$ cat src/hdl/disp_cmd_consts.vh
// Contract
// RULE1 - command 28h, no parameters, blanks panel: frame memory output off, blank page shown
// RULE2 - command 29h, no parameters, unblanks panel: frame memory output enabled again
// RULE3 - blank and unblank touch only the output enable, nothing else
// RULE4 - blank while blanked, or unblank while unblanked, is a no-operation
// RULE5 - after any reset the panel output starts blanked until unblank arrives
// RULE6 - command 2Ah plus four bytes sets 16-bit first and last column, high first
// RULE7 - hardware reset column bounds 0000h and 00EFh; setting them changes nothing else
// RULE8 - software reset last column 00EFh, or 013Fh when row/column exchange set
// RULE9 - host keeps first column <= last column and first row <= last row
// RULE10 - pixels beyond maximum column 239/319 or row 319/239 are ignored
// RULE11 - stored bounds latched as active window when memory write arrives
// RULE12 - command 2Bh plus four bytes sets first and last row; reset 0000h, 013Fh
// RULE13 - software reset last row 013Fh, or 00EFh when row/column exchange set
// RULE14 - command 2Ch starts pixel burst and reloads counters to window start
// RULE15 - window start corner follows memory access control orientation
// RULE16 - any command byte ends an ongoing write burst, then is processed
// RULE17 - resets never alter frame memory contents
// RULE18 - column advances per pixel, wraps to next row, window wraps after last row
`ifndef DISP_CMD_CONSTS_VH
`define DISP_CMD_CONSTS_VH

// ****************************************
// command codes
// ****************************************
`define CMD_PANEL_BLANK     8'h28
`define CMD_PANEL_UNBLANK   8'h29
`define CMD_COLUMN_WINDOW   8'h2a
`define CMD_ROW_WINDOW      8'h2b
`define CMD_MEMORY_WRITE    8'h2c

// ****************************************
// reset values and limits
// ****************************************
`define FIRST_BOUND_RST     16'h0000
`define SHORT_AXIS_LAST     16'h00ef
`define LONG_AXIS_LAST      16'h013f
`define WINDOW_PARAM_LAST   2'h3

`endif

$ cat src/hdl/window_addr_counter.v
`timescale 1ns/10ps
module window_addr_counter #(
    parameter AW = 16
) (
    input  wire          i_sys_clk,
    input  wire          i_rst_n,
    input  wire          i_load,
    input  wire          i_step,
    input  wire [AW-1:0] i_first_column,
    input  wire [AW-1:0] i_last_column,
    input  wire [AW-1:0] i_first_row,
    input  wire [AW-1:0] i_last_row,
    input  wire          i_column_down,
    input  wire          i_row_down,
    output reg  [AW-1:0] o_column,
    output reg  [AW-1:0] o_row
);

// ****************************************
// active window, latched at burst start
// ****************************************
reg  [AW-1:0] col_start;
reg  [AW-1:0] col_end;
reg  [AW-1:0] row_start;
reg  [AW-1:0] row_end;
reg           col_dn;
reg           row_dn;
localparam [AW-1:0] STEP = {{(AW-1){1'b0}}, 1'b1};
wire [AW-1:0] col_next = col_dn ? o_column - STEP : o_column + STEP;
wire [AW-1:0] row_next = row_dn ? o_row - STEP : o_row + STEP;

always @(posedge i_sys_clk or negedge i_rst_n) begin
    if (!i_rst_n) begin
        col_start <= {AW{1'b0}};
        col_end   <= {AW{1'b0}};
        row_start <= {AW{1'b0}};
        row_end   <= {AW{1'b0}};
        col_dn    <= 1'b0;
        row_dn    <= 1'b0;
        o_column  <= {AW{1'b0}};
        o_row     <= {AW{1'b0}};
    end else if (i_load) begin
        // RULE11 latch active window
        col_dn    <= i_column_down;
        row_dn    <= i_row_down;
        // RULE15 orientation picks corner
        col_start <= i_column_down ? i_last_column : i_first_column;
        col_end   <= i_column_down ? i_first_column : i_last_column;
        row_start <= i_row_down ? i_last_row : i_first_row;
        row_end   <= i_row_down ? i_first_row : i_last_row;
        // RULE14 reload to start
        o_column  <= i_column_down ? i_last_column : i_first_column;
        o_row     <= i_row_down ? i_last_row : i_first_row;
    end else if (i_step) begin
        // RULE18 raster advance with wrap
        if (o_column == col_end) begin
            o_column <= col_start;
            o_row    <= (o_row == row_end) ? row_start : row_next;
        end else begin
            o_column <= col_next;
        end
    end
end

endmodule

$ cat src/hdl/display_window_write_commands.v
`timescale 1ns/10ps
`include "disp_cmd_consts.vh"
module display_window_write_commands #(
    parameter DATA_W = 18,
    parameter AW     = 16
) (
    input  wire              i_sys_clk,
    input  wire              i_arst_n,
    input  wire              i_sw_reset,
    input  wire              i_wr_valid,
    input  wire              i_wr_is_data,
    input  wire [DATA_W-1:0] i_wr_data,
    input  wire              i_row_column_exchange,
    input  wire              i_column_order,
    input  wire              i_row_order,
    output reg               o_panel_output_enable,
    output reg  [AW-1:0]     o_window_first_column,
    output reg  [AW-1:0]     o_window_last_column,
    output reg  [AW-1:0]     o_window_first_row,
    output reg  [AW-1:0]     o_window_last_row,
    output reg               o_write_active,
    output reg               o_mem_we,
    output reg  [AW-1:0]     o_mem_column,
    output reg  [AW-1:0]     o_mem_row,
    output reg  [DATA_W-1:0] o_mem_data
);

// ****************************************
// reset release
// ****************************************
// assert is async, release is through two flops so no
// flop sees a release close to a clock edge
reg rst_meta;
reg rst_n;

always @(posedge i_sys_clk or negedge i_arst_n) begin
    if (!i_arst_n) begin
        rst_meta <= 1'b0;
        rst_n    <= 1'b0;
    end else begin
        rst_meta <= 1'b1;
        rst_n    <= rst_meta;
    end
end

// ****************************************
// interpreter states
// ****************************************
localparam ST_IDLE  = 2'd0;
localparam ST_COLS  = 2'd1;
localparam ST_ROWS  = 2'd2;
localparam ST_WRITE = 2'd3;

// ****************************************
// address limits
// ****************************************
// limits follow the live exchange bit, not its value at burst start
localparam [AW-1:0] COL_MAX_NORMAL = `SHORT_AXIS_LAST;
localparam [AW-1:0] COL_MAX_SWAP   = `LONG_AXIS_LAST;
localparam [AW-1:0] ROW_MAX_NORMAL = `LONG_AXIS_LAST;
localparam [AW-1:0] ROW_MAX_SWAP   = `SHORT_AXIS_LAST;

reg  [1:0]    state;
reg  [1:0]    next_state;
reg  [1:0]    param_idx;
reg  [1:0]    next_param_idx;
reg  [7:0]    shadow_0;
reg  [7:0]    shadow_1;
reg  [7:0]    shadow_2;

wire          take_cmd  = i_wr_valid & ~i_wr_is_data;
wire          take_data = i_wr_valid & i_wr_is_data;
wire [7:0]    cmd_byte  = i_wr_data[7:0];
wire          last_param = (param_idx == `WINDOW_PARAM_LAST);
wire [AW-1:0] param_first = {shadow_0, shadow_1};
wire [AW-1:0] param_last  = {shadow_2, cmd_byte};

// ****************************************
// command decode
// ****************************************
// a software reset in the same cycle outranks every strobe below except at the shadow bytes and the payload registers;
// reset branches or ~i_sw_reset gating sit above the other uses
wire          pixel_beat     = take_data & (state == ST_WRITE);
wire          burst_load     = take_cmd & (cmd_byte == `CMD_MEMORY_WRITE);
wire          param_beat     = take_data & ((state == ST_COLS) | (state == ST_ROWS));
wire          commit_columns = param_beat & last_param & (state == ST_COLS);
wire          commit_rows    = param_beat & last_param & (state == ST_ROWS);

// ****************************************
// next state
// ****************************************
always @* begin
    next_state     = state;
    next_param_idx = param_idx;
    if (i_sw_reset) begin
        next_state     = ST_IDLE;
        next_param_idx = 2'd0;
    end else if (take_cmd) begin
        // RULE16 any command ends burst
        next_param_idx = 2'd0;
        case (cmd_byte)
            `CMD_COLUMN_WINDOW: begin
                next_state = ST_COLS;
            end
            `CMD_ROW_WINDOW: begin
                next_state = ST_ROWS;
            end
            `CMD_MEMORY_WRITE: begin
                next_state = ST_WRITE;
            end
            default: begin
                next_state = ST_IDLE;
            end
        endcase
    end else if (take_data) begin
        case (state)
            ST_COLS, ST_ROWS: begin
                if (last_param) begin
                    next_state     = ST_IDLE;
                    next_param_idx = 2'd0;
                end else begin
                    next_param_idx = param_idx + 2'd1;
                end
            end
            default: begin
                next_state = state;
            end
        endcase
    end
end

always @(posedge i_sys_clk or negedge rst_n) begin
    if (!rst_n) begin
        state     <= ST_IDLE;
        param_idx <= 2'd0;
    end else begin
        state     <= next_state;
        param_idx <= next_param_idx;
    end
end

// ****************************************
// parameter bytes
// ****************************************
// bytes are held until the fourth arrives, so an interrupted
// sequence leaves the old bounds intact
always @(posedge i_sys_clk or negedge rst_n) begin
    if (!rst_n) begin
        shadow_0 <= 8'h00;
        shadow_1 <= 8'h00;
        shadow_2 <= 8'h00;
    end else if (param_beat) begin
        case (param_idx)
            2'd0: begin
                shadow_0 <= cmd_byte;
            end
            2'd1: begin
                shadow_1 <= cmd_byte;
            end
            2'd2: begin
                shadow_2 <= cmd_byte;
            end
            default: begin
                shadow_2 <= shadow_2;
            end
        endcase
    end
end

// ****************************************
// column bounds
// ****************************************
always @(posedge i_sys_clk or negedge rst_n) begin
    if (!rst_n) begin
        // RULE7 column power-on defaults
        o_window_first_column <= `FIRST_BOUND_RST;
        o_window_last_column  <= `SHORT_AXIS_LAST;
    end else if (i_sw_reset) begin
        o_window_first_column <= `FIRST_BOUND_RST;
        // RULE8 last column follows exchange
        o_window_last_column  <= i_row_column_exchange ? `LONG_AXIS_LAST : `SHORT_AXIS_LAST;
    end else if (commit_columns) begin
        // RULE6 commit column bounds
        o_window_first_column <= param_first;
        o_window_last_column  <= param_last;
    end
end

// ****************************************
// row bounds
// ****************************************
always @(posedge i_sys_clk or negedge rst_n) begin
    if (!rst_n) begin
        // RULE12 row power-on defaults
        o_window_first_row <= `FIRST_BOUND_RST;
        o_window_last_row  <= `LONG_AXIS_LAST;
    end else if (i_sw_reset) begin
        o_window_first_row <= `FIRST_BOUND_RST;
        // RULE13 last row follows exchange
        o_window_last_row  <= i_row_column_exchange ? `SHORT_AXIS_LAST : `LONG_AXIS_LAST;
    end else if (commit_rows) begin
        // RULE12 commit row bounds
        o_window_first_row <= param_first;
        o_window_last_row  <= param_last;
    end
end

// ****************************************
// panel output enable
// ****************************************
always @(posedge i_sys_clk or negedge rst_n) begin
    if (!rst_n) begin
        // RULE5 blanked after reset
        o_panel_output_enable <= 1'b0;
    end else if (i_sw_reset) begin
        o_panel_output_enable <= 1'b0;
    end else if (take_cmd) begin
        // RULE1 blank the panel
        // RULE4 repeat leaves same value
        if (cmd_byte == `CMD_PANEL_BLANK) begin
            o_panel_output_enable <= 1'b0;
        end
        // RULE2 unblank the panel
        // RULE3 nothing else touched
        if (cmd_byte == `CMD_PANEL_UNBLANK) begin
            o_panel_output_enable <= 1'b1;
        end
    end
end

// ****************************************
// write burst addressing
// ****************************************
wire [AW-1:0] cnt_column;
wire [AW-1:0] cnt_row;

// a software reset in the same cycle freezes the counter
// RULE14 reload on memory write
window_addr_counter #(
    .AW (AW)
) u_addr (
    .i_sys_clk      (i_sys_clk),
    .i_rst_n        (rst_n),
    .i_load         (burst_load & ~i_sw_reset),
    .i_step         (pixel_beat & ~i_sw_reset),
    .i_first_column (o_window_first_column),
    .i_last_column  (o_window_last_column),
    .i_first_row    (o_window_first_row),
    .i_last_row     (o_window_last_row),
    .i_column_down  (i_column_order),
    .i_row_down     (i_row_order),
    .o_column       (cnt_column),
    .o_row          (cnt_row)
);

// ****************************************
// address range check
// ****************************************
// the counter steps over dropped pixels too, so the raster
// keeps its shape when the window hangs past the edge
// RULE10 range depends on exchange
wire [AW-1:0] col_max  = i_row_column_exchange ? COL_MAX_SWAP : COL_MAX_NORMAL;
wire [AW-1:0] row_max  = i_row_column_exchange ? ROW_MAX_SWAP : ROW_MAX_NORMAL;
wire          col_ok   = (cnt_column <= col_max);
wire          row_ok   = (cnt_row <= row_max);
wire          in_range = col_ok & row_ok;

// ****************************************
// frame memory port
// ****************************************
// memory itself sits outside; a strobe is the only way to
// change it, and resets hold the strobe low
always @(posedge i_sys_clk or negedge rst_n) begin
    if (!rst_n) begin
        // RULE17 no write under reset
        o_mem_we       <= 1'b0;
        o_write_active <= 1'b0;
    end else begin
        // RULE10 drop out-of-range pixels
        // RULE17 soft reset writes nothing
        o_mem_we       <= pixel_beat & in_range & ~i_sw_reset;
        // flag tracks the next state so it rises with the counter reload
        o_write_active <= (next_state == ST_WRITE);
    end
end

// ****************************************
// frame memory payload
// ****************************************
// address and data follow every beat; only the strobe above
// decides whether the memory takes them
always @(posedge i_sys_clk or negedge rst_n) begin
    if (!rst_n) begin
        o_mem_column <= {AW{1'b0}};
        o_mem_row    <= {AW{1'b0}};
        o_mem_data   <= {DATA_W{1'b0}};
    end else if (pixel_beat) begin
        o_mem_column <= cnt_column;
        o_mem_row    <= cnt_row;
        o_mem_data   <= i_wr_data;
    end
end

endmodule

$ cat config.mk
export PLATFORM = sky130hd
export DESIGN_NAME = display_window_write_commands
export DESIGN_NICKNAME = d
export VERILOG_FILES = /design/src/hdl/window_addr_counter.v /design/src/hdl/display_window_write_commands.v
export VERILOG_INCLUDE_DIRS = /design/src /design/src/hdl
export SDC_FILE = /design/constraint.sdc
export NUM_CORES = 1
export LEC_CHECK = 0
export BUFFER_PORTS_ARGS = -buffer_cell sky130_fd_sc_hd__buf_2
export CAP_MARGIN = 20
export CORE_MARGIN = 8
export CORE_UTILIZATION = 59
export CTS_CLUSTER_DIAMETER = 80
export DETAILED_ROUTE_END_ITERATION = 16
export PLACE_DENSITY = 0.8
export SYNTH_ARGS = -nofsm -noshare
export SYNTH_HDL_FRONTEND = slang
export SYNTH_SLANG_ARGS = --single-unit
$ cat constraint.sdc
create_clock -name i_sys_clk -period 10.5 [get_ports i_sys_clk]
set_clock_uncertainty 0.05 [all_clocks]
set_input_delay 0 -clock i_sys_clk [delete_from_list [all_inputs] [get_ports i_sys_clk]]
set_output_delay 0 -clock i_sys_clk [all_outputs]
set_load 0.005 [all_outputs]
**Word level (Yosys, flattened, before mapping)**

Cells that the tools add are included.

- Add/subtract/negate cells: 5
- Muxes and demuxes: 38
- Reductions and logical operators: 16
- Bitwise logic cells: 16
- Magnitude comparators: 2
- Equal/unequal tests: 14

Operators by type and width:

| cell | count |
|---|---|
| two-way mux 16 bit | 21 |
| == test 8 x 6 -> 1 bit (second input constant) | 5 |
| adder 16 x 1 -> 16 bit (second input constant) | 2 |
| == test 16 bit | 2 |
| less-or-equal comparator 16 x 9 -> 1 bit | 2 |
| subtractor 16 x 1 -> 16 bit (second input constant) | 2 |
| two-way mux 2 bit | 10 |
| two-way mux 9 bit | 2 |
| AND 1 bit | 13 |
| AND reduction 2 bit | 6 |
| == test 2 bit (second input constant) | 5 |
| nonzero test 2 bit | 5 |
| nonzero test 3 bit | 3 |
| one-hot mux 2 bit (3 select lines) | 1 |
| == test 2 x 1 -> 1 bit (second input constant) | 2 |
| two-way mux 1 bit | 4 |
| adder 2 x 1 -> 2 bit (second input constant) | 1 |
| zero test 2 bit | 1 |
| NOT 1 bit | 2 |
| OR reduction 2 bit | 1 |
| bitwise OR 1 bit | 1 |

- Register bits: 245
- Output and inout port bits: 117
- Logic and storage cells: 116
- Bits of input ports: 26

**Logic depth before layout (Yosys ltp)**

Gate-level depths: netlist of the first run.

- Word-level depth: 7
- Depth in mapped cells: 9

**Cells and area by module**

A second synthesis of the first run with hierarchy kept.

- Cell total of the unflattened synthesis: 1234
- Area total of the unflattened synthesis: 12658.4 um^2

By module, submodules not included:

| module | cells an instance | sequential area each (um^2) | area each (um^2) | times used |
|---|---|---|---|---|
| window_addr_counter | 704 | 2452.4 | 6434.9 | 1 |
| display_window_write_commands | 530 | 3696.0 | 6223.5 | 1 |

**Worst setup path before layout of the first run**

OpenSTA, ideal clock, no wires.

- Path type: register -> register
- Start: register u_addr.row_dn
- End: register u_addr.o_row[15]
- Slack: 7858 ps
- Required time: 10326 ps
- Cell stages (with the launch flop): 9
- Arrival: 2468 ps
- Cell sequence: dfrtp_1 > ha_1 > nand4_1 > or4_1 > nand3_1 > a41o_1 > o41ai_2 > mux2i_1 > a211o_1

- Longest elaborated chain between the ends: 5

Ends and longest elaborated chain:

| element | RTL line | RTL |
|---|---|---|
| start: declaration | window_addr_counter.v:27 | `reg row_dn;` |
| start signal: assignment | window_addr_counter.v:45 | `row_dn <= i_row_down;` |
| two-way mux 16 bit | window_addr_counter.v:30 | `wire [AW-1:0] row_next = row_dn ? o_row - STEP : o_row + STEP;` |
| two-way mux 16 bit | window_addr_counter.v:58 | `o_row <= (o_row == row_end) ? row_start : row_next;` |
| two-way mux 16 bit | window_addr_counter.v:56 | `if (o_column == col_end) begin` |
| two-way mux 16 bit | window_addr_counter.v:54 | `end else if (i_step) begin` |
| two-way mux 16 bit | window_addr_counter.v:42 | `end else if (i_load) begin` |
| end signal: assignment | window_addr_counter.v:41 | `o_row <= {AW{1'b0}};` |
| end signal: assignment | window_addr_counter.v:53 | `o_row <= i_row_down ? i_last_row : i_first_row;` |
| end signal: assignment | window_addr_counter.v:58 |  |
| end: declaration | window_addr_counter.v:16 | `output reg [AW-1:0] o_row` |

No other way between the ends. The select of a mux whose other input is x is not followed.
A chain may end at the register's enable or synchronous reset.

**Worst setup path in the final report of the first run**

- Start: register u_addr.o_column[0]
- End: register u_addr.o_row[0]

- Longest elaborated chain between the ends: 3

Ends and longest elaborated chain:

| element | RTL line | RTL |
|---|---|---|
| start: declaration | window_addr_counter.v:15 | `output reg [AW-1:0] o_column,` |
| start signal: assignment | window_addr_counter.v:40 | `o_column <= {AW{1'b0}};` |
| start signal: assignment | window_addr_counter.v:52 | `o_column <= i_column_down ? i_last_column : i_first_column;` |
| start signal: assignment | window_addr_counter.v:57 | `o_column <= col_start;` |
| == test 16 bit | window_addr_counter.v:56 |  |
| nonzero test 2 bit (no line) | - |  |
| AND reduction 2 bit (no line) | - |  |

No other way between the ends.

==> results of run 1 <==
cells in the final DEF (no fill, tap or decap), types with 14 or more instances in the layout:
cell type      instances
dfrtp_1              230
nand2_1              223
buf_2                142
a21oi_1               95
mux2_2                80
nor2_1                73
o21ai_0               71
mux2i_1               70
xor2_1                44
ha_1                  43
clkbuf_16             28
dlygate4sd3_1         25
nand3_1               24
a21o_1                21
a211oi_1              18
inv_1                 17
dfstp_2               14
worst reg2reg max path, cell delays in order, from the launching register on:
cell and delay, ps:
dfrtp_1 500, xor2_1 200, nor4_2 310, nand4_2 660, nor2_1 1040, mux2_2 420
a21oi_1 130, nor2_1 60
area by class of cell:
cell class | instances | area (µm²) | share of cell area [%]
well taps | 275 | 344.1 | 2.350
repair buffers | 180 | 1116 | 7.624
inverters | 17 | 63.81 | 0.4359
flip-flops and latches | 245 | 6152 | 42.03
clock inverters | 9 | 148.9 | 1.017
multi-input cells | 910 | 6023 | 41.15
clock buffers | 39 | 790.8 | 5.402
worst max path at each step:
| stage | startpoint | end | slack [ps] | cells past startpoint |
|---|---|---|---|---|
| floorplan | rst_n | o_mem_column[0] | 3140 | 0 |
| global placement | u_addr.o_column[0] | u_addr.o_row[0] | 7190 | 7 |
| detailed placement | u_addr.o_column[0] | u_addr.o_row[0] | 7100 | 7 |
| CTS | u_addr.o_column[0] | u_addr.o_row[0] | 7060 | 7 |
| global route | u_addr.o_column[7] | u_addr.o_row[0] | 6770 | 7 |
| finish | u_addr.o_column[0] | u_addr.o_row[0] | 7010 | 7 |
synth_stat cells (all sizes together) (2+ instances only):
cell type	count	area, µm²
o21bai	9	67.56
mux2	80	900.9
a21oi	95	475.5
or3b	2	17.52
buf	9	42.54
o211ai	7	52.55
o21a	6	45.04
and3	9	56.30
o31ai	4	30.03
o221ai	3	26.28
dfrtp	231	5781
nor2	73	274.0
nand3	25	125.1
nor2b	7	43.79
xor2	44	385.4
or4	2	15.01
nor4	13	87.58
o22ai	7	43.79
nand2	223	837.1
or3	4	25.02
a31o	2	17.52
xnor2	13	113.9
a21o	21	157.7
clkbuf	60	225.2
ha	43	538.0
a22oi	2	15.01
a31oi	13	81.33
fa	2	40.04
o32ai	2	17.52
nor3b	2	15.01
mux2i	70	700.7
dfstp	14	367.9
a211o	2	17.52
a211oi	18	135.1
o21ai	71	355.3
o41ai	3	33.79
nand4	7	50.05
inv	17	63.81
nor3	8	40.04
a221oi	2	17.52
cells by family after synthesis:
group | count (synthesis)
buf+inv | 86
simple gates | 384
flops | 245
fa+ha+maj | 45
mux | 150
xor+xnor | 57
other cells | 1
compound gates | 273
per-layer routing:
| layer | wire length [µm] | vias up | share of wire, % | track usage [%] |
|---|---|---|---|---|
| met2 | 15930 | 478 | 46 | 41.16 |
| met4 | 1561 | 0 | 4.5 | 12.46 |
| li1 | - | 4659 | - | - |
| met3 | 2791 | 95 | 8.0 | 5.370 |
| met5 | 0 | - | 0 | 0 |
| met1 | 14570 | 5013 | 42 | 35.26 |
power by group:
part,internal [mW],switching (mW)
Clock,0.618,0.373
Combinational,0.0447,0.0762
Sequential,0.955,0.0173
Total,1.62,0.466
==> impl_metrics.env, run 1 <==
export IMPL_hold_depth=3
export IMPL_drcViolationCount=0
export IMPL_grt_pass1_vias=10190
export IMPL_synth_compound_area_share_pct=13.18
export IMPL_final_util_pct=70.08
export IMPL_syn_nets=1312
export IMPL_cpMostUsedCell="nor2_1"
export IMPL_io_buffers=142
export IMPL_synth_top_family_by_area="simple AND/OR/NAND/NOR gates"
export IMPL_synth_mux_area_share_pct=12.85
export IMPL_reg2reg_from="u_addr.o_column[0]"
export IMPL_seq_area_frac_synth_pct=49.32
export IMPL_cp_start_kind="flip-flop"
export IMPL_syn_avg_cell_area_um2=10.05
export IMPL_nets=1451
export IMPL_hold_viol_final=0
export IMPL_largest_register_ffs=18
export IMPL_cts_setup_buffers=0
export IMPL_synth_edf_count=0
export IMPL_layout_drive_gt1_share_pct=21.57
export IMPL_wire_per_inst_um=20.81
export IMPL_io_pins=143
export IMPL_path_class="reg2reg"
export IMPL_core_area_um2=20890
export IMPL_yosys_register_bits=245
export IMPL_routed_via_count=10250
export IMPL_maxCapViolCount=0
export IMPL_leakage_nw=7.653
export IMPL_ctsResizeCount=0
export IMPL_layout_setup_ws_ps=7013
export IMPL_slowest_delay_ps=1040
export IMPL_rsz0062_at_grt="no"
export IMPL_peakVddDrop_uv=127.1
export IMPL_ys_types=61
export IMPL_ant_nets=0
export IMPL_setup_viol=0
export IMPL_whs_ps=58.04
export IMPL_hold_path_endpoint="u_addr.col_dn"
export IMPL_final_min_clock_period_ps=3487
export IMPL_fp_dieW_um=161.4
export IMPL_placedCellCount=1600
export IMPL_cp_top_family="simple AND/OR/NAND/NOR gates"
export IMPL_clkTransAtPathRegs_ps=60
export IMPL_synthesis_area_um2=12470
export IMPL_p_total_mw=2.084
export IMPL_globalplace_congestion=0.8909
export IMPL_fmax_mhz=286.8
export IMPL_outcome="finished, final reports clean"
export IMPL_hp_start="i_column_order"
export IMPL_slew_headroom_pct=31.99
export IMPL_cts_buffers=26
export IMPL_diodes=0
export IMPL_setup_tns_final_ps=0
export IMPL_worstReg2RegEnd="u_addr.o_row[0]"
export IMPL_worstRegToRegCells=7
export IMPL_hold_buffers=25
export IMPL_die_y_um=161.4
export IMPL_worst_pin_slew_ps=1016
export IMPL_instances_no_fill=1675
export IMPL_area_growth_pct=17.42
export IMPL_grt_max_degree=87
export IMPL_grtUsageTotal_pct=26.50
export IMPL_fin_crit_sh_pct=33.21
export IMPL_cp_required_ps=10850
export IMPL_placed_cell_area_um2=13400
export IMPL_grt_pass1_wl_mm=55.68
export IMPL_first_pass_iters=5
export IMPL_cp_end_kind="flip-flop"
export IMPL_routed_via_density=6.116
export IMPL_cp_num_buf_inv=0
export IMPL_post_place_ws_ps=7103
export IMPL_root_buffer="clkbuf_16"
export IMPL_dieArea_um2=26040
export IMPL_clk_latency_ps=530
export IMPL_ys_warn_count=0
export IMPL_dp_hpwl_mm=23.50
export IMPL_synth_xor_area_share_pct=4.004
export IMPL_overflow=0
export IMPL_critPathSlowestCell="nor2_1"
export IMPL_start_util_pct=59.68
export IMPL_fill_cells=1511
export IMPL_cp_cell_sequence="xor2_1, nor4_2, nand4_2, nor2_1, mux2_2, a21oi_1, nor2_1"
export IMPL_power_density_nw_per_um2=142.4
export IMPL_async_reset_ff_share_pct=100.0
export IMPL_final_cell_area_um2=14640
export IMPL_regMostFlops="o_mem_data"
export IMPL_cts_path_max_buffers=3
export IMPL_min_path_type="in2reg"
export IMPL_wl_mm=34.85
export IMPL_cp_max_fo=27
export IMPL_h_tree_depth=1
export IMPL_cts_sinks=245
export IMPL_antenna_found_initial=0
export IMPL_rrSetupSlack_ps=7010
export IMPL_synthAdderAreaFrac_pct=4.637
export IMPL_synth_cells=1241
export IMPL_drt_iter0_drc=814
export IMPL_cp_data_arrival_time_ps=3840
export IMPL_synthSimpleGateAreaFrac_pct=13.33
export IMPL_num_rows=53
export IMPL_cts_tree="done"
export IMPL_drv_slew=0
export IMPL_synth_ff_type="dfrtp_1"
No activity file was read; power rests on OpenSTA's default activity.
==> run 2, diff against run 1 <==
clock period = 3.3 ns   (was 10.5 ns; I/O delays follow)
==> impl_metrics.env, run 2 (same netlist as run 1, synthesis figures left out) <==
export IMPL_cp_num_buf_inv=0
export IMPL_area_growth_pct=17.96
export IMPL_clkTransAtPathRegs_ps=60
export IMPL_path_class="reg2reg"
export IMPL_h_tree_depth=1
export IMPL_cts_setup_buffers=0
export IMPL_root_buffer="clkbuf_16"
export IMPL_wire_per_inst_um=20.23
export IMPL_leakage_nw=7.720
export IMPL_fin_crit_sh_pct=85.42
export IMPL_setup_tns_final_ps=0
export IMPL_slowest_delay_ps=570
export IMPL_grt_pass1_vias=9932
export IMPL_globalplace_congestion=0.8973
export IMPL_worst_pin_slew_ps=870.4
export IMPL_cts_buffers=26
export IMPL_io_pins=143
export IMPL_dp_hpwl_mm=23.95
export IMPL_grt_max_degree=65
export IMPL_first_pass_iters=6
export IMPL_drcViolationCount=0
export IMPL_slew_headroom_pct=41.97
export IMPL_antenna_found_initial=0
export IMPL_start_util_pct=59.68
export IMPL_final_common_cell="dfrtp_1"
export IMPL_power_density_nw_per_um2=441.3
export IMPL_hp_start="i_row_order"
export IMPL_regMostFlops="o_mem_data"
export IMPL_cts_tree="done"
export IMPL_dieArea_um2=26040
export IMPL_final_min_clock_period_ps=2819
export IMPL_worstRegToRegCells=8
export IMPL_outcome="finished, final reports clean"
export IMPL_fp_dieW_um=161.4
export IMPL_routed_via_density=6.034
export IMPL_die_y_um=161.4
export IMPL_grtUsageTotal_pct=25.92
export IMPL_hold_depth=3
export IMPL_fmax_mhz=354.8
export IMPL_fill_cells=1524
export IMPL_hold_path_endpoint="u_addr.row_end[1]"
export IMPL_layout_drive_gt1_share_pct=22.57
export IMPL_clk_latency_ps=530
export IMPL_final_cell_mix="dfrtp_1 (230), nand2_1 (223), buf_2 (142)"
export IMPL_ant_nets=0
export IMPL_hold_viol_final=0
export IMPL_peakVddDrop_uv=417.2
export IMPL_cp_start_kind="flip-flop"
export IMPL_reg2reg_from="u_addr.row_dn"
export IMPL_num_rows=53
export IMPL_drt_iter0_drc=874
export IMPL_cp_max_fo=11
export IMPL_drv_slew=0
export IMPL_overflow=0
export IMPL_rsz0062_at_grt="no"
export IMPL_core_area_um2=20890
export IMPL_placedCellCount=1621
export IMPL_cp_data_arrival_time_ps=3180
export IMPL_hold_buffers=24
export IMPL_worstReg2RegEnd="u_addr.o_row[15]"
export IMPL_cp_end_kind="flip-flop"
export IMPL_setup_viol=0
export IMPL_routed_via_count=10220
export IMPL_instances_no_fill=1693
export IMPL_grt_pass1_wl_mm=54.34
export IMPL_cp_top_family="simple AND/OR/NAND/NOR gates"
export IMPL_io_buffers=142
export IMPL_cts_path_max_buffers=3
export IMPL_rrSetupSlack_ps=480
export IMPL_ctsResizeCount=0
export IMPL_nets=1469
export IMPL_wl_mm=34.24
export IMPL_min_path_type="in2reg"
export IMPL_largest_register_ffs=18
export IMPL_diodes=0
export IMPL_maxCapViolCount=0
export IMPL_cp_required_ps=3660
export IMPL_cts_sinks=245
export IMPL_critPathSlowestCell="or4_1"
export IMPL_cp_cell_sequence="ha_1, nand4_1, or4_1, nand3_1, a41o_1, o41ai_2, mux2i_1, a211o_1"
-- run 2: area by class of cell --
class	count	area [µm²]	area share (%)
inverters	17	63.81	0.4339
repair buffers	198	1229	8.355
clock inverters	7	85.08	0.5786
multi-input cells	910	6023	40.96
well taps	275	344.1	2.340
flip-flops and latches	245	6152	41.84
clock buffers	41	808.3	5.496
-- run 2: layer usage --
metal	routed length, µm	global-route usage (%)	part of all wire (%)
met5	0	0	0
met4	1326	10.94	3.9
met3	2581	5.192	7.5
met2	15890	40.47	46
met1	14440	34.84	42
-- run 2: power by group --
| group | switching (mW) | internal, mW |
|---|---|---|
| clock network | 1.17 | 1.83 |
| registers | 0.0571 | 3.04 |
| logic | 0.240 | 0.155 |
-- run 2: worst max path at each step --
stage / start / end / slack (ps) / depth (start not counted)
detailed placement: u_addr.row_dn / u_addr.o_row[15] / 480 / 8
finish: u_addr.row_dn / u_addr.o_row[15] / 480 / 8
CTS: u_addr.row_dn / u_addr.o_row[15] / 480 / 8
floorplan: u_addr.row_dn / u_addr.o_row[15] / 660 / 8
global route: u_addr.row_dn / u_addr.o_row[15] / 260 / 8
global placement: u_addr.row_dn / u_addr.o_row[15] / 520 / 8
-- run 2: through the flow --
| stage | power (mW) | util (%) | cell area [µm²] | setup slack, ps | hold slack [ps] |
|---|---|---|---|---|---|
| global route | 6.690 | 70.40 | 14710 | 258.1 | 68.07 |
| detailed placement | 3.520 | 64.97 | 13570 | 482.3 | -263.3 |
| CTS | 6.516 | 70.40 | 14710 | 475.4 | 24.19 |
| finish | 6.490 | 70.40 | 14710 | 481.2 | 44.89 |
| global placement | 3.511 | 64.97 | 13570 | 517.2 | -263.8 |
| floorplan | 3.376 | - | 12470 | 658.4 | -345.6 |
-- run 2: tightest hold or removal path, delay by kind of cell --
family | cells | cell delay [ps]
buf+inv | 1 | 290
compound gates | 1 | 80
mux | 1 | 210
